File: src/tscr_map.svh
`ifndef TSCR_MAP_SVH
`define TSCR_MAP_SVH

// Register byte offsets on the AXI4-Lite slave.
`define TSCR_OFS_CTRL_STATUS 5'h00
`define TSCR_OFS_MODE 5'h04
`define TSCR_OFS_COMPARE 5'h08
`define TSCR_OFS_COUNTER 5'h0c
`define TSCR_OFS_IRQ_REQ 5'h10
`define TSCR_OFS_IRQ_EN 5'h14

// Field positions inside timer_ctrl_status.
`define TSCR_BIT_HIGH_OVF_FLAG 7
`define TSCR_BIT_HIGH_MATCH_FLAG 6
`define TSCR_BIT_HIGH_OVF_IRQ_EN 5
`define TSCR_BIT_HIGH_CLR_ON_MATCH 4
`define TSCR_BIT_LOW_OVF_FLAG 3
`define TSCR_BIT_LOW_MATCH_FLAG 2
`define TSCR_BIT_LOW_OVF_IRQ_EN 1
`define TSCR_BIT_LOW_CLR_ON_MATCH 0

// Field positions inside the mode, request and enable registers.
`define TSCR_BIT_SPLIT_MODE 0
`define TSCR_BIT_IRQ_HIGH 0
`define TSCR_BIT_IRQ_LOW 1

// Reset values.
`define TSCR_RST_CTRL_STATUS 8'h00
`define TSCR_RST_COMPARE 16'hffff
`define TSCR_RST_COUNTER 16'h0000
`define TSCR_RST_IRQ 2'h0

// AXI responses.
`define TSCR_RESP_OKAY 2'h0
`define TSCR_RESP_SLVERR 2'h2

`endif

File: src/tscr_pkg.sv
package tscr_pkg;

   // Events raised by the counter in one cycle.
   typedef struct packed {
      logic high_ovf;
      logic high_match;
      logic low_ovf;
      logic low_match;
   } tscr_evt_type;

   // Byte-wise software write into the 16-bit counter value.
   typedef struct packed {
      logic [1:0] be;
      logic [15:0] data;
   } tscr_wr_type;

endpackage : tscr_pkg

File: src/tscr_flag_bank.sv
`timescale 1ns/1ns

// Sticky flags that software clears by writing 0 after having read them as 1.
module tscr_flag_bank #(
   parameter int W = 4
) (
   input wire logic aclk, // System clock.
   input wire logic aresetn, // Synchronous reset, active low.
   input wire logic [W-1:0] set_evt, // Hardware set strobes.
   input wire logic rd_stb, // Register read strobe.
   input wire logic wr_stb, // Register write strobe.
   input wire logic [W-1:0] wr_bits, // Written flag values.
   output logic [W-1:0] flags // Current flag values.
);

   logic [W-1:0] flags_r;
   logic [W-1:0] arm_r;
   logic [W-1:0] arm_nxt;
   logic [W-1:0] clr;
   logic [W-1:0] flags_nxt;

   // A read arms each flag that it saw as 1; a write disarms, but a read in the same cycle wins.
   assign arm_nxt = rd_stb ? flags_r : (wr_stb ? '0 : arm_r);
   // Only a 0 written to an armed flag clears; a 1 changes nothing.
   assign clr = {W{wr_stb}} & ~wr_bits & arm_r;
   // Set wins over a clear in the same cycle.
   assign flags_nxt = set_evt | (flags_r & ~clr);
   assign flags = flags_r;

   always_ff @(posedge aclk)
   begin
      if (!aresetn)
      begin
         flags_r <= '0;
         arm_r <= '0;
      end
      else
      begin
         flags_r <= flags_nxt;
         arm_r <= arm_nxt;
      end
   end

endmodule : tscr_flag_bank

File: src/tscr_counter.sv
`timescale 1ns/1ns
`include "tscr_map.svh"

// 16-bit up-counter, or two independent 8-bit counters in split mode.
module tscr_counter (
   input wire logic aclk, // System clock.
   input wire logic aresetn, // Synchronous reset, active low.
   input wire logic split, // 1 selects two 8-bit counters.
   input wire logic tick_high, // High half count strobe, split mode.
   input wire logic tick_low, // Low half or 16-bit count strobe.
   input wire logic [15:0] compare, // Compare value.
   input wire logic [1:0] cmp_wr, // Compare bytes written this cycle.
   input wire logic clr_high, // Clear on high or 16-bit match.
   input wire logic clr_low, // Clear low half on low match, split mode.
   input wire tscr_pkg::tscr_wr_type cnt_wr, // Software counter write.
   output logic [15:0] count, // Counter value.
   output tscr_pkg::tscr_evt_type evt // Events this cycle.
);

   logic [15:0] cnt_r;
   logic [15:0] cnt_nxt;
   logic [15:0] cnt_cnt;
   logic [7:0] lo_inc;
   logic [7:0] hi_inc;
   logic lo_match;
   logic hi_match;
   logic wide_match;
   logic lo_wrap;
   logic hi_wrap;
   logic wide_wrap;

   // A match event fires as the counter leaves the matching value.
   assign lo_match = tick_low & (cnt_r[7:0] == compare[7:0]) & ~cmp_wr[0];
   assign hi_match = tick_high & (cnt_r[15:8] == compare[15:8]) & ~cmp_wr[1];
   assign wide_match = tick_low & (cnt_r == compare) & ~(|cmp_wr);
   assign lo_wrap = tick_low & (cnt_r[7:0] == 8'hff) & ~cnt_wr.be[0];
   assign hi_wrap = tick_high & (cnt_r[15:8] == 8'hff) & ~cnt_wr.be[1];
   assign wide_wrap = tick_low & (cnt_r == 16'hffff) & ~(|cnt_wr.be);

   assign lo_inc = (lo_match & clr_low) ? 8'h00 : cnt_r[7:0] + 8'h01;
   assign hi_inc = (hi_match & clr_high) ? 8'h00 : cnt_r[15:8] + 8'h01;

   always_comb
   begin
      cnt_cnt = cnt_r;
      if (split)
      begin
         if (tick_low)
            cnt_cnt[7:0] = lo_inc;
         if (tick_high)
            cnt_cnt[15:8] = hi_inc;
      end
      else if (tick_low)
      begin
         if (wide_match & clr_high)
            cnt_cnt = 16'h0000;
         else
            cnt_cnt = cnt_r + 16'h0001;
      end
      cnt_nxt = cnt_cnt;
      if (cnt_wr.be[0])
         cnt_nxt[7:0] = cnt_wr.data[7:0];
      if (cnt_wr.be[1])
         cnt_nxt[15:8] = cnt_wr.data[15:8];
   end

   assign evt.high_ovf = split ? hi_wrap : wide_wrap;
   assign evt.high_match = split ? hi_match : wide_match;
   assign evt.low_ovf = lo_wrap;
   assign evt.low_match = lo_match;
   assign count = cnt_r;

   always_ff @(posedge aclk)
   begin
      if (!aresetn)
         cnt_r <= `TSCR_RST_COUNTER;
      else
         cnt_r <= cnt_nxt;
   end

endmodule : tscr_counter

File: src/tscr_top.sv
`timescale 1ns/1ns
`include "tscr_map.svh"

// Behaviour
// - High overflow sets high overflow flag
// - High overflow flag clears by read-1-then-write-0
// - High compare match sets high match flag
// - High match flag clears by read-then-write-0
// - Enable bit gates high overflow interrupt request
// - 16-bit mode: match clears whole counter
// - Split mode: match clears high counter only
// - Low overflow sets low overflow flag
// - Low overflow flag clears by read-then-write-0
// - Low compare match sets low match flag
// - Low match flag clears by read-then-write-0
// - Enable bit gates low overflow interrupt request
// - Split mode: low match clears low counter when enabled
// - Writing 1 to flags changes nothing
// - Split select picks 16-bit or 8-bit mode
// - 16-bit wrap sets high overflow flag
// - Enabled overflow raises interrupt request flag
module tscr_top #(
   parameter int ADDR_W = 5
) (
   input wire logic aclk, // System clock, 20 MHz.
   input wire logic aresetn, // Synchronous reset, active low.
   input wire logic tick_high, // High half count strobe.
   input wire logic tick_low, // Low half count strobe.
   input wire logic [ADDR_W-1:0] s_axi_awaddr, // Write address.
   input wire logic s_axi_awvalid, // Write address valid.
   output logic s_axi_awready, // Write address ready.
   input wire logic [31:0] s_axi_wdata, // Write data.
   input wire logic [3:0] s_axi_wstrb, // Write strobes.
   input wire logic s_axi_wvalid, // Write data valid.
   output logic s_axi_wready, // Write data ready.
   output logic [1:0] s_axi_bresp, // Write response.
   output logic s_axi_bvalid, // Write response valid.
   input wire logic s_axi_bready, // Write response ready.
   input wire logic [ADDR_W-1:0] s_axi_araddr, // Read address.
   input wire logic s_axi_arvalid, // Read address valid.
   output logic s_axi_arready, // Read address ready.
   output logic [31:0] s_axi_rdata, // Read data.
   output logic [1:0] s_axi_rresp, // Read response.
   output logic s_axi_rvalid, // Read data valid.
   input wire logic s_axi_rready, // Read data ready.
   output logic irq // Interrupt, high while an enabled request is set.
);

   // Write channel holding registers.
   logic awready_r;
   logic wready_r;
   logic bvalid_r;
   logic [1:0] bresp_r;
   logic aw_have_r;
   logic w_have_r;
   logic [ADDR_W-1:0] aw_addr_r;
   logic [31:0] w_data_r;
   logic [3:0] w_strb_r;
   logic aw_fire;
   logic w_fire;
   logic do_write;
   logic aw_have_nxt;
   logic w_have_nxt;
   logic bvalid_nxt;

   // Read channel registers.
   logic arready_r;
   logic rvalid_r;
   logic [31:0] rdata_r;
   logic [1:0] rresp_r;
   logic ar_fire;
   logic rvalid_nxt;

   // Block state.
   logic [3:0] enables_r;
   logic split_r;
   logic [15:0] compare_r;
   logic [1:0] irq_req_r;
   logic [1:0] irq_en_r;
   logic irq_r;
   logic [3:0] flags;
   logic [15:0] count;
   tscr_pkg::tscr_evt_type evt;
   tscr_pkg::tscr_wr_type cnt_wr;

   // Decode.
   logic wsel_cs;
   logic wsel_mode;
   logic wsel_cmp;
   logic wsel_cnt;
   logic wsel_ien;
   logic wsel_ok;
   logic rsel_cs;
   logic rsel_req;
   logic rsel_ok;
   logic [31:0] rd_mux;
   logic [7:0] cs_value;
   logic [1:0] cmp_wr;
   logic [1:0] req_set;
   logic [1:0] req_nxt;
   logic [15:0] compare_nxt;
   logic cs_wr;
   logic mode_wr;
   logic ien_wr;
   logic cs_rd;
   logic req_rd;

   // Packs the four flags and four control bits into the status layout.
   function automatic logic [7:0] cs_pack(input logic [3:0] f, input logic [3:0] e);
      logic [7:0] v;
      v = 8'h00;
      v[`TSCR_BIT_HIGH_OVF_FLAG] = f[3];
      v[`TSCR_BIT_HIGH_MATCH_FLAG] = f[2];
      v[`TSCR_BIT_LOW_OVF_FLAG] = f[1];
      v[`TSCR_BIT_LOW_MATCH_FLAG] = f[0];
      v[`TSCR_BIT_HIGH_OVF_IRQ_EN] = e[3];
      v[`TSCR_BIT_HIGH_CLR_ON_MATCH] = e[2];
      v[`TSCR_BIT_LOW_OVF_IRQ_EN] = e[1];
      v[`TSCR_BIT_LOW_CLR_ON_MATCH] = e[0];
      return v;
   endfunction : cs_pack

   // Byte-lane merge of a 16-bit register with written data.
   function automatic logic [15:0] merge16(input logic [15:0] old, input logic [31:0] d,
                                           input logic [1:0] be);
      logic [15:0] v;
      v = old;
      if (be[0])
         v[7:0] = d[7:0];
      if (be[1])
         v[15:8] = d[15:8];
      return v;
   endfunction : merge16

   // Write channel: address and data taken in either order.
   assign aw_fire = s_axi_awvalid & awready_r;
   assign w_fire = s_axi_wvalid & wready_r;
   assign do_write = aw_have_r & w_have_r & ~bvalid_r;
   assign aw_have_nxt = aw_fire | (aw_have_r & ~do_write);
   assign w_have_nxt = w_fire | (w_have_r & ~do_write);
   assign bvalid_nxt = do_write | (bvalid_r & ~s_axi_bready);

   // Any offset that is not a register word answers with a slave error.
   assign wsel_cs = aw_addr_r == `TSCR_OFS_CTRL_STATUS;
   assign wsel_mode = aw_addr_r == `TSCR_OFS_MODE;
   assign wsel_cmp = aw_addr_r == `TSCR_OFS_COMPARE;
   assign wsel_cnt = aw_addr_r == `TSCR_OFS_COUNTER;
   assign wsel_ien = aw_addr_r == `TSCR_OFS_IRQ_EN;
   assign wsel_ok = wsel_cs | wsel_mode | wsel_cmp | wsel_cnt | wsel_ien
                    | (aw_addr_r == `TSCR_OFS_IRQ_REQ);

   // Read channel: one read at a time, answered the cycle after it is taken.
   assign ar_fire = s_axi_arvalid & arready_r;
   assign rvalid_nxt = ar_fire | (rvalid_r & ~s_axi_rready);
   assign rsel_cs = s_axi_araddr == `TSCR_OFS_CTRL_STATUS;
   assign rsel_req = s_axi_araddr == `TSCR_OFS_IRQ_REQ;
   assign rsel_ok = rsel_cs | rsel_req | (s_axi_araddr == `TSCR_OFS_MODE)
                    | (s_axi_araddr == `TSCR_OFS_COMPARE) | (s_axi_araddr == `TSCR_OFS_COUNTER)
                    | (s_axi_araddr == `TSCR_OFS_IRQ_EN);

   assign cs_value = cs_pack(flags, enables_r);
   assign rd_mux = rsel_cs ? {24'h000000, cs_value} :
                   (s_axi_araddr == `TSCR_OFS_MODE) ? {31'h00000000, split_r} :
                   (s_axi_araddr == `TSCR_OFS_COMPARE) ? {16'h0000, compare_r} :
                   (s_axi_araddr == `TSCR_OFS_COUNTER) ? {16'h0000, count} :
                   rsel_req ? {30'h00000000, irq_req_r} :
                   (s_axi_araddr == `TSCR_OFS_IRQ_EN) ? {30'h00000000, irq_en_r} :
                   32'h00000000;

   // Software writes to the counter and compare value.
   assign cnt_wr.be = w_strb_r[1:0] & {2{do_write & wsel_cnt}};
   assign cnt_wr.data = w_data_r[15:0];
   assign cmp_wr = w_strb_r[1:0] & {2{do_write & wsel_cmp}};
   assign compare_nxt = merge16(compare_r, w_data_r, cmp_wr);

   // Register strobes on the cycle a write lands or a read is taken.
   assign cs_wr = do_write & wsel_cs & w_strb_r[0];
   assign mode_wr = do_write & wsel_mode & w_strb_r[0];
   assign ien_wr = do_write & wsel_ien & w_strb_r[0];
   assign cs_rd = ar_fire & rsel_cs;
   assign req_rd = ar_fire & rsel_req;

   // Interrupt requests: overflow only when its enable is set, match always.
   assign req_set[`TSCR_BIT_IRQ_HIGH] = (evt.high_ovf & enables_r[3]) | evt.high_match;
   assign req_set[`TSCR_BIT_IRQ_LOW] = (evt.low_ovf & enables_r[1]) | evt.low_match;
   // Reading the request register clears it, but a new request wins.
   assign req_nxt = req_set | (irq_req_r & ~{2{req_rd}});

   tscr_counter u_counter (
      .aclk(aclk),
      .aresetn(aresetn),
      .split(split_r),
      .tick_high(tick_high),
      .tick_low(tick_low),
      .compare(compare_r),
      .cmp_wr(cmp_wr),
      .clr_high(enables_r[2]),
      .clr_low(enables_r[0]),
      .cnt_wr(cnt_wr),
      .count(count),
      .evt(evt)
   );

   tscr_flag_bank #(
      .W(4)
   ) u_flags (
      .aclk(aclk),
      .aresetn(aresetn),
      .set_evt({evt.high_ovf, evt.high_match, evt.low_ovf, evt.low_match}),
      .rd_stb(cs_rd),
      .wr_stb(cs_wr),
      .wr_bits({w_data_r[`TSCR_BIT_HIGH_OVF_FLAG], w_data_r[`TSCR_BIT_HIGH_MATCH_FLAG],
                w_data_r[`TSCR_BIT_LOW_OVF_FLAG], w_data_r[`TSCR_BIT_LOW_MATCH_FLAG]}),
      .flags(flags)
   );

   always_ff @(posedge aclk)
   begin
      if (!aresetn)
      begin
         awready_r <= 1'b0;
         wready_r <= 1'b0;
         bvalid_r <= 1'b0;
         bresp_r <= `TSCR_RESP_OKAY;
         aw_have_r <= 1'b0;
         w_have_r <= 1'b0;
         aw_addr_r <= '0;
         w_data_r <= 32'h00000000;
         w_strb_r <= 4'h0;
      end
      else
      begin
         awready_r <= ~aw_have_nxt & ~bvalid_nxt;
         wready_r <= ~w_have_nxt & ~bvalid_nxt;
         bvalid_r <= bvalid_nxt;
         aw_have_r <= aw_have_nxt;
         w_have_r <= w_have_nxt;
         if (do_write)
            bresp_r <= wsel_ok ? `TSCR_RESP_OKAY : `TSCR_RESP_SLVERR;
         if (aw_fire)
            aw_addr_r <= s_axi_awaddr;
         if (w_fire)
         begin
            w_data_r <= s_axi_wdata;
            w_strb_r <= s_axi_wstrb;
         end
      end
   end

   always_ff @(posedge aclk)
   begin
      if (!aresetn)
      begin
         arready_r <= 1'b0;
         rvalid_r <= 1'b0;
         rdata_r <= 32'h00000000;
         rresp_r <= `TSCR_RESP_OKAY;
      end
      else
      begin
         arready_r <= ~rvalid_nxt;
         rvalid_r <= rvalid_nxt;
         if (ar_fire)
         begin
            rdata_r <= rd_mux;
            rresp_r <= rsel_ok ? `TSCR_RESP_OKAY : `TSCR_RESP_SLVERR;
         end
      end
   end

   always_ff @(posedge aclk)
   begin
      if (!aresetn)
      begin
         enables_r <= 4'h0;
         split_r <= 1'b0;
         compare_r <= `TSCR_RST_COMPARE;
         irq_req_r <= `TSCR_RST_IRQ;
         irq_en_r <= `TSCR_RST_IRQ;
         irq_r <= 1'b0;
      end
      else
      begin
         if (cs_wr)
            enables_r <= {w_data_r[`TSCR_BIT_HIGH_OVF_IRQ_EN], w_data_r[`TSCR_BIT_HIGH_CLR_ON_MATCH],
                          w_data_r[`TSCR_BIT_LOW_OVF_IRQ_EN], w_data_r[`TSCR_BIT_LOW_CLR_ON_MATCH]};
         if (mode_wr)
            split_r <= w_data_r[`TSCR_BIT_SPLIT_MODE];
         if (ien_wr)
            irq_en_r <= w_data_r[1:0];
         compare_r <= compare_nxt;
         irq_req_r <= req_nxt;
         irq_r <= |(req_nxt & irq_en_r);
      end
   end

   assign s_axi_awready = awready_r;
   assign s_axi_wready = wready_r;
   assign s_axi_bvalid = bvalid_r;
   assign s_axi_bresp = bresp_r;
   assign s_axi_arready = arready_r;
   assign s_axi_rvalid = rvalid_r;
   assign s_axi_rdata = rdata_r;
   assign s_axi_rresp = rresp_r;
   assign irq = irq_r;

endmodule : tscr_top

File: config.mk
export PLATFORM = sky130hd
export DESIGN_NAME = tscr_top
export DESIGN_NICKNAME = d
export VERILOG_FILES = /design/src/tscr_pkg.sv /design/src/tscr_flag_bank.sv /design/src/tscr_counter.sv /design/src/tscr_top.sv
export VERILOG_INCLUDE_DIRS = /design/src
export SDC_FILE = /design/constraint.sdc
export NUM_CORES = 1
export LEC_CHECK = 0
export BUFFER_PORTS_ARGS = -buffer_cell sky130_fd_sc_hd__buf_2
export CAP_MARGIN = 20
export CORE_MARGIN = 8
export CORE_UTILIZATION = 36
export CTS_CLUSTER_DIAMETER = 200
export DETAILED_ROUTE_END_ITERATION = 10
export HOLD_SLACK_MARGIN = 0.08
export PLACE_DENSITY_LB_ADDON = 0.3
export SYNTH_ARGS = -nofsm -noshare
export SYNTH_HDL_FRONTEND = slang
export SYNTH_SLANG_ARGS = --single-unit
File: constraint.sdc
create_clock -name aclk -period 3.2 [get_ports aclk]
set_clock_uncertainty 0.05 [all_clocks]
set_input_delay 0.16 -clock aclk [delete_from_list [all_inputs] [get_ports aclk]]
set_output_delay 0.16 -clock aclk [all_outputs]
set_load 0.01 [all_outputs]
After elaboration in Yosys (flattened, before gate mapping)
Index checks and enable logic that the tools add are counted.
{"block": "totals", "reg_bits": 116, "input_bits": 55, "output_inout_bits": 42, "word_cells": 154}
{"block": "op_classes", "n_addsub": 3, "eq_ne": 17, "n_mux": 21, "bitwise_logic": 80, "reduce_logical": 9}
{"operator": "16-bit 2-to-1 mux", "count": 7}
{"operator": "8-bit 2-to-1 mux", "count": 6}
{"operator": "1-bit bitwise AND", "count": 38}
{"operator": "5-bit by 4-bit == test with 1-bit output (second input constant)", "count": 4}
{"operator": "5-bit == test (second input constant)", "count": 4}
{"operator": "16-bit by 1-bit adder with 16-bit output (second input constant)", "count": 1}
{"operator": "8-bit by 1-bit adder with 8-bit output (second input constant)", "count": 2}
{"operator": "16-bit == test", "count": 1}
{"operator": "16-bit == test (second input constant)", "count": 1}
{"operator": "8-bit == test", "count": 2}
{"operator": "8-bit == test (second input constant)", "count": 2}
{"operator": "1-bit bitwise OR", "count": 16}
{"operator": "1-bit inverter", "count": 14}
{"operator": "4-bit bitwise AND", "count": 3}
{"operator": "5-bit by 3-bit == test with 1-bit output (second input constant)", "count": 2}
{"operator": "5-bit logical NOT", "count": 2}
{"operator": "2-bit bitwise AND", "count": 4}
{"operator": "2-bit 2-to-1 mux", "count": 4}
{"operator": "4-bit 2-to-1 mux", "count": 2}
{"operator": "4-bit inverter", "count": 2}
{"operator": "2-bit OR reduction", "count": 3}
{"operator": "4-bit bitwise OR", "count": 1}
{"operator": "2-bit nonzero test", "count": 2}
{"operator": "3-bit by 2-bit inequality test with 1-bit output (second input constant)", "count": 1}
{"operator": "5 further kinds", "count": 6}

Depth between registers and ports, before layout
Gate-level depths: netlist (run 1).
{"block": "depth", "depth_word": 13, "depth_mapped": 9}

By module
Synthesis (run 1) repeated with hierarchy kept, for this count alone.
{"block": "unflattened", "hier_cells": 607, "hier_area_um2": 5003.5}
{"module": "tscr_top", "instances": 1, "cells_each": 355, "area_each_um2": 3101.7, "seq_area_each_um2": 1481.4}
{"module": "tscr_counter", "instances": 1, "cells_each": 219, "area_each_um2": 1604.0, "seq_area_each_um2": 320.3}
{"module": "tscr_flag_bank", "instances": 1, "cells_each": 33, "area_each_um2": 297.8, "seq_area_each_um2": 160.2}

Worst setup path after synthesis (run 1)
OpenSTA, ideal clock, no wires.
{"block": "synth_path", "path_kind": "reg2reg", "start": "reg bvalid_r, in the netlist s_axi_bvalid", "end": "reg u_counter.cnt_r[7], in the netlist u_counter.count[7]", "setup_ns": 0.132, "t_arrival_ns": 1.931, "t_required_ns": 3.018, "setup_slack_ns": 1.086, "path_stages_with_launch": 8, "path_buffers": 2, "cell_sequence": "dfxtp_1 and3b_1 buf_6 and3_4 buf_6 or4_4 a31oi_4 o32ai_2"}
{"block": "synth_between", "elab_chain_len": 12}
{"item": "start, declared", "line": "tscr_top.sv:52", "source": "logic bvalid_r;"}
{"item": "start signal, assigned", "line": "tscr_top.sv:235", "source": "bvalid_r <= bvalid_nxt;"}
{"item": "1-bit inverter *", "line": "tscr_top.sv:138", "source": "assign do_write = aw_have_r & w_have_r & ~bvalid_r;"}
{"item": "1-bit bitwise AND *", "line": "tscr_top.sv:138"}
{"item": "1-bit bitwise AND", "line": "tscr_top.sv:173", "source": "assign cmp_wr = w_strb_r[1:0] & {2{do_write & wsel_cmp}};"}
{"item": "2-bit bitwise AND", "line": "tscr_top.sv:173"}
{"item": "2-bit OR reduction", "line": "tscr_counter.sv:35", "source": "assign wide_match = tick_low & (cnt_r == compare) & ~(|cmp_wr);"}
{"item": "1-bit inverter", "line": "tscr_counter.sv:35"}
{"item": "1-bit bitwise AND", "line": "tscr_counter.sv:35"}
{"item": "1-bit bitwise AND", "line": "tscr_counter.sv:55", "source": "if (wide_match & clr_high)"}
{"item": "16-bit 2-to-1 mux", "line": "tscr_counter.sv:55"}
{"item": "16-bit 2-to-1 mux", "line": "tscr_counter.sv:53", "source": "else if (tick_low)"}
{"item": "16-bit 2-to-1 mux", "line": "tscr_counter.sv:46", "source": "if (split)"}
{"item": "8-bit 2-to-1 mux", "line": "tscr_counter.sv:61", "source": "if (cnt_wr.be[0])"}
{"item": "end signal, assigned", "line": "tscr_counter.sv:76", "source": "cnt_r <= `TSCR_RST_COUNTER;"}
{"item": "end signal, assigned", "line": "tscr_counter.sv:78", "source": "cnt_r <= cnt_nxt;"}
{"item": "end, declared", "line": "tscr_counter.sv:20", "source": "logic [15:0] cnt_r;"}
Every way passes the cells marked *; elsewhere a longest branch is shown, timed or not. The select of a mux whose other input is x is not followed.
A chain may end at the register's enable or synchronous reset.

Final worst setup path (run 1)
{"block": "layout_path", "start": "reg u_counter.cnt_r[11], in the netlist u_counter.count[11]", "end": "reg u_counter.cnt_r[15], in the netlist u_counter.count[15]"}
{"block": "layout_between", "elab_chain_len": 8}
{"item": "branches (longest 6 deep; another with 16-bit by 1-bit adder with 16-bit output)"}
{"item": "16-bit 2-to-1 mux *", "line": "tscr_counter.sv:46"}
{"item": "8-bit 2-to-1 mux *", "line": "tscr_counter.sv:63", "source": "if (cnt_wr.be[1])"}
Every way passes the cells marked *. The select of a mux whose other input is x is not followed.

==> results of run 1 <==
==> Yosys cell counts (3+ instances only) <==
cell type	number
xnor2_1	20
xor2_1	13
nor2_1	44
nand3b_1	3
nand2b_1	4
inv_1	7
buf_2	5
o32ai_1	3
and2_1	4
o21ai_0	14
nand4_1	5
nand3_1	30
o221ai_1	3
a311oi_1	7
o31a_1	5
a21oi_1	48
nor3_1	16
nand2_1	112
o22ai_1	5
nor4_1	4
buf_6	3
dfxtp_1	98
mux2i_1	16
and3_1	11
a31oi_1	5
a221oi_1	9
buf_4	19
a22oi_1	7
clkbuf_1	28
o31ai_1	4
or3_1	4
and3b_1	3
==> through the flow <==
step                      cell area [um2]  util [%]  instances
final                                5810      44.1        851
after global placement               5190      39.3        803
after global routing                 5810      44.1        851
after CTS                            5810      44.1        851
after detailed placement             5190      39.3        803
after floorplan                      4920         -        615
==> logic make-up (layout without fill, tap and decap cells) <==
group                      after synthesis  count (layout)  synth area share [%]
DFF                                     98              98                  40.4
AOI/OAI and AO/OA                      131             131                  18.7
and+or+nand+nor                        251             251                  23.8
muxes                                   16              16                  3.30
xor gates and xnor gates                33              33                  5.96
adders and majority gates                2               2                 0.516
buffers and inverters                   66             126                  7.19
other                                    1              18                0.0773
==> power breakdown <==
part / switching, mW / total (mW) / internal, mW / leakage (nW)
registers: 0.0413 / 1.30 / 1.26 / 0.797
clock network: 0.499 / 1.11 / 0.612 / 0.138
logic: 0.140 / 0.249 / 0.109 / 1.27
total: 0.680 / 2.66 / 1.98 / 2.21
==> worst reg2reg max path: cells and delay by family, from the launching register on <==
kind	cells	cell delay, ns
XOR/XNOR	1	0.11
AO/OA/AOI/OAI	3	0.69
flip-flops	1	0.52
AND/OR/NAND/NOR	2	0.99
==> registers in the layout (all words and copies together) (netlist names), 2 cells and up <==
| name | cells |
|---|---|
| u_flags.arm_r | 4 |
| enables_r | 4 |
| w_data_r | 16 |
| u_flags.flags | 4 |
| w_strb_r | 2 |
| u_counter.count | 16 |
| irq_req_r | 2 |
| aw_addr_r | 5 |
| compare_r | 16 |
| s_axi_rdata | 16 |
| irq_en_r | 2 |
==> worst max-delay path by stage <==
stage | start | endpoint | slack [ns] | cells after the start
after floorplan | s_axi_bvalid | u_counter.count[7] | 1.09 | 7
after global placement | u_counter.count[11] | u_counter.count[12] | 0.81 | 6
after detailed placement | u_counter.count[11] | u_counter.count[15] | 0.77 | 6
after CTS | u_counter.count[11] | u_counter.count[15] | 0.76 | 6
after global routing | w_have_r | u_counter.count[12] | 0.57 | 6
final | u_counter.count[11] | u_counter.count[15] | 0.74 | 6
==> layer usage <==
| layer | GRT usage [%] | part of all wire [%] | vias to the layer above |
|---|---|---|---|
| li1 | - | - | 2220 |
| met1 | 21.9 | 49 | 2117 |
| met2 | 23.5 | 43 | 146 |
| met3 | 3.58 | 6.5 | 10 |
| met4 | 4.53 | 1.0 | 2 |
| met5 | 0 | 0.080 | - |
==> final cells by class <==
class	instances	share of cell area [%]
sequential	98	33.7
inverter	9	0.581
multi-input combinational	451	44.8
tap	176	3.79
clock buffer	9	3.87
timing repair buffer	101	11.8
clock inverter	7	1.36
==> flow_summary.yaml, run 1 <==
status:
  status: "complete, no violations"
synth:
  synth.area.top_cells: "dfxtp_1 40%, nand2_1 8.7%, a21oi_1 4.9%"
  synth_ff_type: "dfxtp_1"
  ys_seq_elements: 98
  syn_area_um2: 4850
  synth_top_area_share_pct: 40.4
  yosys_warnings: 0
  synth_area_per_cell_um2: 8.12
  synth_edf_count: 0
  synthCells: 598
  synth_top_area_cell: "dfxtp_1"
  synth_cell_types: 64
  yosysSeqAreaShare_pct: 40.4
  synthArstFlopShare_pct: 0
route:
  num_vias: 4495
  antenna_left: 0
  drtPass1Iterations: 5
  drc: 0
  routed_wirelength_um: 13700
  vias_per_cell: 5.28
  detail_route.wl_per_cell_um: 16.1
  drt_iter0_drc: 304
die:
  ioPinCount: 97
  die-area_um2: 17500
  coreArea_um2: 13200
  rows: 42
  fp.dieH_um: 132
  start_util_pct: 36.8
  die_w_um: 132
clock_tree:
  path_clk_slew_ns: 0.07
  ctsLongestPathBuffers: 2
  cts.hold.buffers_added: 32
  clock-sinks: 98
  post-cts-setup-buffer-count: 0
  cts_root_buf: "clkbuf_16"
  clk-insertion-delay-late_ns: 0.35
  htreeDepth: 3
  cts_resized: 0
  tritoncts: "built"
  cts_buffers: 9
setup_path:
  cp_data_arrival_time_ns: 2.64
  cp_slowest_stage_delay_ns: 0.66
  cp_max_fo: 11
  crit_required_ns: 3.39
  reg2reg_depth: 6
  r2r-start: "u_counter.count[11]"
  r2r-end: "u_counter.count[15]"
  path_delay_family: "simple AND/OR/NAND/NOR gates"
  end_kind: "register"
  r2r_slack_ns: 0.74
  path_buf_inv: 0
  startpoint_type: "register"
  cp_slowest_cell: "nor4_1"
  cp_cell_sequence: "xor2_1 > nor4_1 > and3_1 > a31o_2 > o21ai_0 > o211a_1"
  path_class: "register to register"
sta:
  hold-worst-slack_ns: 0.197
  fmax_mhz: 407
  tns_ns: 0
  worst_slack_ns: 0.745
  drv_slew: 0
  setup_viol: 0
  finalCriticalPeriod_ns: 2.46
  timing.final.crit_share_pct: 76.7
  slew-limit-headroom_pct: 50.4
  hold_viol: 0
  rsz0062_at_grt: "false"
  tightest_slew_ns: 0.738
min_path:
  min_from: "tick_high"
  min_delay_path_depth: 5
  hold_class: "primary input to register"
  min_to: "u_flags.flags[2]"
final_layout:
  n_fill_cell: 1322
  syn2layout_area_growth_pct: 19.8
  layout_common_cells: "112 x nand2_1, 98 x dfxtp_1, 60 x buf_2, 48 x a21oi_1, 44 x nor2_1"
  antenna_cells: 0
  drive_above_1_share_pct: 14.4
  final_common_cell: "nand2_1"
  nets: 727
  regArea_um2: 1960
  multiInputGateArea_um2: 2610
power_and_ir_drop:
  p_leak_nw: 2.21
  p_total_mw: 2.66
  ir_worst_vdd_uv: 254
  power-per-cell-area_nw_per_um2: 457
job:
  cap_violations: 0
placed_design:
  place_hpwl_um: 9840
  gp_congestion: 0.865
  numPortBuffers: 60
  pre_cts_slack_ns: 0.772
global_route:
  grt.overflow.total: 0
  grt_pass1_wl_um: 22800
  antenna_found_initial: 1
  grt_max_degree: 69
  grt_pass1_vias: 4390
  grtUsageTotal_pct: 15.7
Note: power is estimated with default switching activity, not from simulation.
==> run 2, diff against run 1 <==
==> constraint.sdc (replaced) <==
create_clock -name aclk -period 2.4 [get_ports aclk]
set_clock_uncertainty 0.05 [all_clocks]
set_input_delay 0.12 -clock aclk [delete_from_list [all_inputs] [get_ports aclk]]
set_output_delay 0.12 -clock aclk [all_outputs]
set_load 0.01 [all_outputs]
==> run 2 against run 1 <==
Compared with the run above:
- fmax rose by 9.8%
- via count up 2.9%
- setup slack worse by 0.58 ns
- power increased by 31%
- count of clock-buffer cells in the layout is 2 higher
- global-route usage grew 0.65 points
- critical endpoint unchanged
- largest cell class unchanged
==> flow_summary.yaml, run 2 (synthesis gave the netlist of run 1 again) <==
status:
  status: "complete, no violations"
clock_tree:
  clock-sinks: 98
  htreeDepth: 3
  ctsLongestPathBuffers: 2
  cts_resized: 0
  tritoncts: "built"
  cts_buffers: 9
  clk-insertion-delay-late_ns: 0.34
  cts_root_buf: "clkbuf_16"
  path_clk_slew_ns: 0.07
sta:
  tns_ns: 0
  drv_slew: 0
  setup_viol: 0
  finalCriticalPeriod_ns: 2.24
  hold_viol: 0
  tightest_slew_ns: 0.752
  slew-limit-headroom_pct: 49.7
  rsz0062_at_grt: "false"
  fmax_mhz: 447
  timing.final.crit_share_pct: 93.1
die:
  die-area_um2: 17500
  fp.dieH_um: 132
  rows: 42
  coreArea_um2: 13200
  ioPinCount: 97
  start_util_pct: 36.8
  die_w_um: 132
setup_path:
  crit_required_ns: 2.59
  cp-startpoint: "s_axi_bvalid"
  path_class: "register to register"
  cp_max_fo: 11
  end_kind: "register"
  startpoint_type: "register"
  cp_data_arrival_time_ns: 2.42
  r2r-start: "s_axi_bvalid"
placed_design:
  post_dp_cell_area_um2: 5320
  gp_congestion: 0.883
  numPortBuffers: 60
  place_hpwl_um: 10300
  dp_cells: 818
job:
  cap_violations: 0
min_path:
  hold_class: "primary input to register"
  min_from: "aresetn"
global_route:
  grt_max_degree: 55
  grt_pass1_wl_um: 23500
  grt_pass1_vias: 4617
  grtUsageTotal_pct: 16.4
  antenna_found_initial: 1
  grt.overflow.total: 0
final_layout:
  fin_area_um2: 5930
  drive_above_1_share_pct: 16.2
  syn2layout_area_growth_pct: 22.1
  antenna_cells: 0
  final_common_cell: "nand2_1"
  n_fill_cell: 1302
  layout_common_cells: "112 x nand2_1, 98 x dfxtp_1, 60 x buf_2, 48 x a21oi_1, 44 x nor2_1"
  nets: 742
  instances_no_fill: 866
power_and_ir_drop:
  p_leak_nw: 2.28
  ir_worst_vdd_uv: 280
  p_total_mw: 3.48
  power-per-cell-area_nw_per_um2: 587
route:
  antenna_left: 0
  drtPass1Iterations: 5
  num_vias: 4624
  detail_route.wl_per_cell_um: 16.3
  routed_wirelength_um: 14100
  drt_iter0_drc: 353
  drc: 0
  vias_per_cell: 5.34
==> run 2: changes by cell type in the layout (fill, tap and decap cells not counted) <==
cell / delta
buf_12: +1
buf_4: +14
clkbuf_8: +2
clkinvlp_4: +1
inv_6: -1
clkinv_4: -1
bufinv_16: -1
==> run 2: final timing paths <==
check,end,slack (ns),cells past startpoint
min reg2reg,w_strb_r[1],0.41,2
max,u_counter.count[15],0.16,6
min,w_data_r[11],0.14,3
max reg2reg,u_counter.count[15],0.16,6
==> run 2: worst max-delay path: stages (launching register included) <==
cell,delay (ns)
dfxtp_1,0.38
and3b_1,0.29
and3_4,0.26
nor4_1,0.42
a31o_2,0.37
o21ai_0,0.13
o211a_1,0.22
==> run 2: metrics by stage <==
stage | setup slack [ns] | utilization, % | hold WS [ns]
after floorplan | 0.286 | - | 0.206
after global placement | 0.179 | 40.3 | 0.314
after detailed placement | 0.162 | 40.3 | 0.317
after CTS | 0.145 | 44.9 | 0.138
after global routing | 0.00414 | 44.9 | 0.168
final | 0.165 | 44.9 | 0.143
==> run 2: per-layer routing <==
layer | vias to the layer above | GRT usage, % | share of wire [%] | wire (um)
met1 | 2168 | 21.8 | 46 | 6450
met3 | 21 | 3.54 | 8.0 | 1130
li1 | 2243 | - | - | -
met2 | 190 | 25.3 | 45 | 6290
met5 | - | 0 | 0.092 | 13
met4 | 2 | 6.19 | 1.7 | 245
==> run 2: repair_timing <==
item,in CTS,in global routing
hold buffers,32,0
endpoints found under the setup margin,0,0
endpoints found under the hold margin,26,0
buffers inserted,0,0
==> run 2: power breakdown <==
group          internal [mW]  switching, mW
sequential              1.68         0.0487
clock                  0.761          0.644
combinational          0.153          0.196
total                   2.59          0.889
==> run 2: layout make-up <==
| type | instances | area [um2] | area share (%) |
|---|---|---|---|
| inverter | 9 | 33.8 | 0.570 |
| multi-input combinational | 451 | 2610 | 44.0 |
| timing repair buffer | 116 | 813 | 13.7 |
| clock buffer | 11 | 253 | 4.26 |
| sequential | 98 | 1960 | 33.1 |
| clock inverter | 5 | 38.8 | 0.654 |
| tap | 176 | 220 | 3.72 |
==> run 3, diff against run 2 <==
--- a/config.mk
+++ b/config.mk
@@ -6,7 +6,7 @@
 export SDC_FILE = /design/constraint.sdc
 export NUM_CORES = 1
 export LEC_CHECK = 0
-export BUFFER_PORTS_ARGS = -buffer_cell sky130_fd_sc_hd__buf_2
+export BUFFER_PORTS_ARGS = -buffer_cell sky130_fd_sc_hd__clkbuf_2
 export CAP_MARGIN = 20
 export CORE_MARGIN = 8
 export CORE_UTILIZATION = 36
@@ -16,4 +16,5 @@
 export PLACE_DENSITY_LB_ADDON = 0.3
 export SYNTH_ARGS = -nofsm -noshare
 export SYNTH_HDL_FRONTEND = slang
+export SYNTH_HIERARCHICAL = 1
 export SYNTH_SLANG_ARGS = --single-unit
==> run 3 against run 2 <==
Compared with the run above:
- cell count is 4.3% higher
- first-iteration DRC count is 12% lower
- global-route usage is 0.19 points lower
- highest routed layer is now met4
- wire length is 2.7% higher
- fmax is 0.21% higher
- area after synthesis is 3.1% higher
- setup slack better by 0.0046 ns
- count of clock-buffer cells in the layout is 1 lower
- combinational power is 7.7% lower
- hold slack worse by 0.021 ns
- register-to-register slack hardly changed
- power is 1.5% lower
==> flow_summary.yaml, run 3 <==
status:
  status: "complete, no violations"
placed_design:
  place_hpwl_um: 10800
  numPortBuffers: 60
  dp_cells: 854
  gp_congestion: 0.920
  post_dp_cell_area_um2: 5650
clock_tree:
  ctsLongestPathBuffers: 2
  cts_buffers: 9
  path_clk_slew_ns: 0.07
  clk-insertion-delay-late_ns: 0.35
  post-cts-setup-buffer-count: 0
  cts_root_buf: "clkbuf_16"
  htreeDepth: 3
  tritoncts: "built"
  clock-sinks: 98
final_layout:
  layout_common_cells: "96 x dfxtp_1, 94 x nand2_1, 60 x clkbuf_2, 44 x a21oi_1, 42 x buf_4"
  syn2layout_area_growth_pct: 26.2
  antenna_cells: 0
  drive_above_1_share_pct: 18.5
  instances_no_fill: 903
  nets: 775
  fin_area_um2: 6320
  final_common_cell: "dfxtp_1"
  n_fill_cell: 1333
synth:
  synth.area.top_cells: "dfxtp_1 39%, mux2i_1 7.4%, nand2_1 7.1%"
  synth_edf_count: 0
  synthMostInstantiatedCell: "dfxtp_1"
  synthCells: 607
  synth_ff_type: "dfxtp_1"
  yosys_warnings: 6
  synth_top_area_share_pct: 39.2
  synth_top_area_cell: "dfxtp_1"
  synthArstFlopShare_pct: 0
  synth_cell_types: 54
  yosysSeqAreaShare_pct: 39.2
  synth_area_per_cell_um2: 8.24
  syn_area_um2: 5000
  ys_seq_elements: 98
  ys_top_cells_by_count: "98 x dfxtp_1, 94 x nand2_1, 45 x a21oi_1, 37 x mux2i_1, 33 x nand3_1"
global_route:
  grt.overflow.total: 0
  grt_pass1_wl_um: 23600
  grt_pass1_vias: 4557
  grt_max_degree: 57
  antenna_found_initial: 0
  grtUsageTotal_pct: 16.2
sta:
  hold-worst-slack_ns: 0.121
  slew-limit-headroom_pct: 54.9
  rsz0062_at_grt: "true"
  tns_ns: 0
  hold_viol: 0
  fmax_mhz: 448
  timing.final.crit_share_pct: 92.9
  tightest_slew_ns: 0.675
  finalCriticalPeriod_ns: 2.23
  drv_slew: 0
  setup_viol: 0
setup_path:
  cp_data_arrival_time_ns: 2.40
  end_kind: "register"
  cp_slowest_cell: "dfxtp_1"
  cp_slowest_stage_delay_ns: 0.39
  crit_required_ns: 2.57
  startpoint_type: "register"
  path_class: "register to register"
  cp_cell_sequence: "and3b_1 > buf_4 > nand4b_1 > inv_1 > nor3b_2 > nand3b_1 > o21ai_1 > nor4b_4 > a21o_1 > a222oi_1 > nor2_1"
  cp_max_fo: 5
route:
  vias_per_cell: 5.20
  detail_route.wl_per_cell_um: 16.1
  drc: 0
  drtPass1Iterations: 5
  antenna_left: 0
  routed_wirelength_um: 14500
  num_vias: 4693
  drt_iter0_drc: 311
power_and_ir_drop:
  ir_worst_vdd_uv: 356
  p_leak_nw: 2.58
  power-per-cell-area_nw_per_um2: 543
die:
  fp.dieH_um: 134
  die_w_um: 134
  ioPinCount: 97
  die-area_um2: 17900
  rows: 43
  coreArea_um2: 13700
  start_util_pct: 36.5
job:
  cap_violations: 0
min_path:
  hold_class: "primary input to register"
run 3: cell types whose count changed after synthesis, sizes merged, moves of 11 or more:
| cell | before | now |
|---|---|---|
| nor2 | 44 | 27 |
| inv | 7 | 20 |
| mux2i | 16 | 37 |
| nand2 | 112 | 94 |
| nor3b | 2 | 13 |
| o21ai | 15 | 35 |
run 3: critical path, delay by kind of cell (launching register included):
family / cells / cell delay [ns]
AND/OR/NAND/NOR: 6 / 0.79
AO/OA/AOI/OAI: 3 / 0.62
flip-flops: 1 / 0.39
buffers and inverters: 2 / 0.26
run 3: area by class of cell:
| type | instances | area [um2] | area share (%) |
|---|---|---|---|
| clock buffer | 10 | 239 | 3.78 |
| timing repair buffer | 136 | 966 | 15.3 |
| sequential | 98 | 1960 | 31.1 |
| tap | 180 | 225 | 3.57 |
| inverter | 22 | 82.6 | 1.31 |
| clock inverter | 6 | 48.8 | 0.773 |
| multi-input combinational | 451 | 2790 | 44.2 |
run 3: cell families after synthesis:
| group | synth area share (%) |
|---|---|
| multiplexers | 8.15 |
| buffers and inverters | 7.55 |
| other | 0.0749 |
| flip-flops | 39.2 |
| XOR/XNOR | 5.25 |
| AO/OA/AOI/OAI | 16.7 |
| AND/OR/NAND/NOR | 22.6 |
| adder cells (fa/ha/maj) | 0.500 |
run 3: path summary, 6_finish.rpt:
| check | start | end | slack [ns] | cells past startpoint |
|---|---|---|---|---|
| setup / recovery | aw_have_r | irq | 0.17 | 11 |
| hold / removal | s_axi_araddr[1] | s_axi_rdata[0] | 0.12 | 4 |
| setup reg to reg | aw_have_r | irq | 0.17 | 11 |
| hold reg to reg | u_flags/arm_r[1] | u_flags/flags[1] | 0.40 | 1 |
run 3: report_power, final:
group | switching [mW] | internal, mW | total (mW)
clock | 0.659 | 0.745 | 1.40
sequential | 0.0416 | 1.66 | 1.70
combinational | 0.176 | 0.146 | 0.322
total | 0.877 | 2.55 | 3.43
run 3: per-layer routing:
layer  share of wire, %  global-route usage [%]  vias to the layer above
met4                1.4                    4.80                        0
met3                6.3                    3.74                       15
met1                 45                    20.9                     2200
met5                  0                       0                        -
met2                 47                    26.2                      136
li1                   -                       -                     2342
run 3: timing repair:
action,4_1_cts,5_1_grt
hold buffers,33,0
endpoints found under the setup margin,0,8
resized for setup,0,10
endpoints found under the hold margin,27,0
run 3: metrics by stage:
stage | util (%) | setup WS, ns | power (mW)
final | 46.0 | 0.169 | 3.43
after global routing | 46.0 | -0.0297 | 3.57
after CTS | 45.7 | 0.0158 | 3.46
after detailed placement | 41.2 | 0.0307 | 2.01
after global placement | 41.2 | 0.0778 | 2.01
after floorplan | - | 0.00191 | 1.91
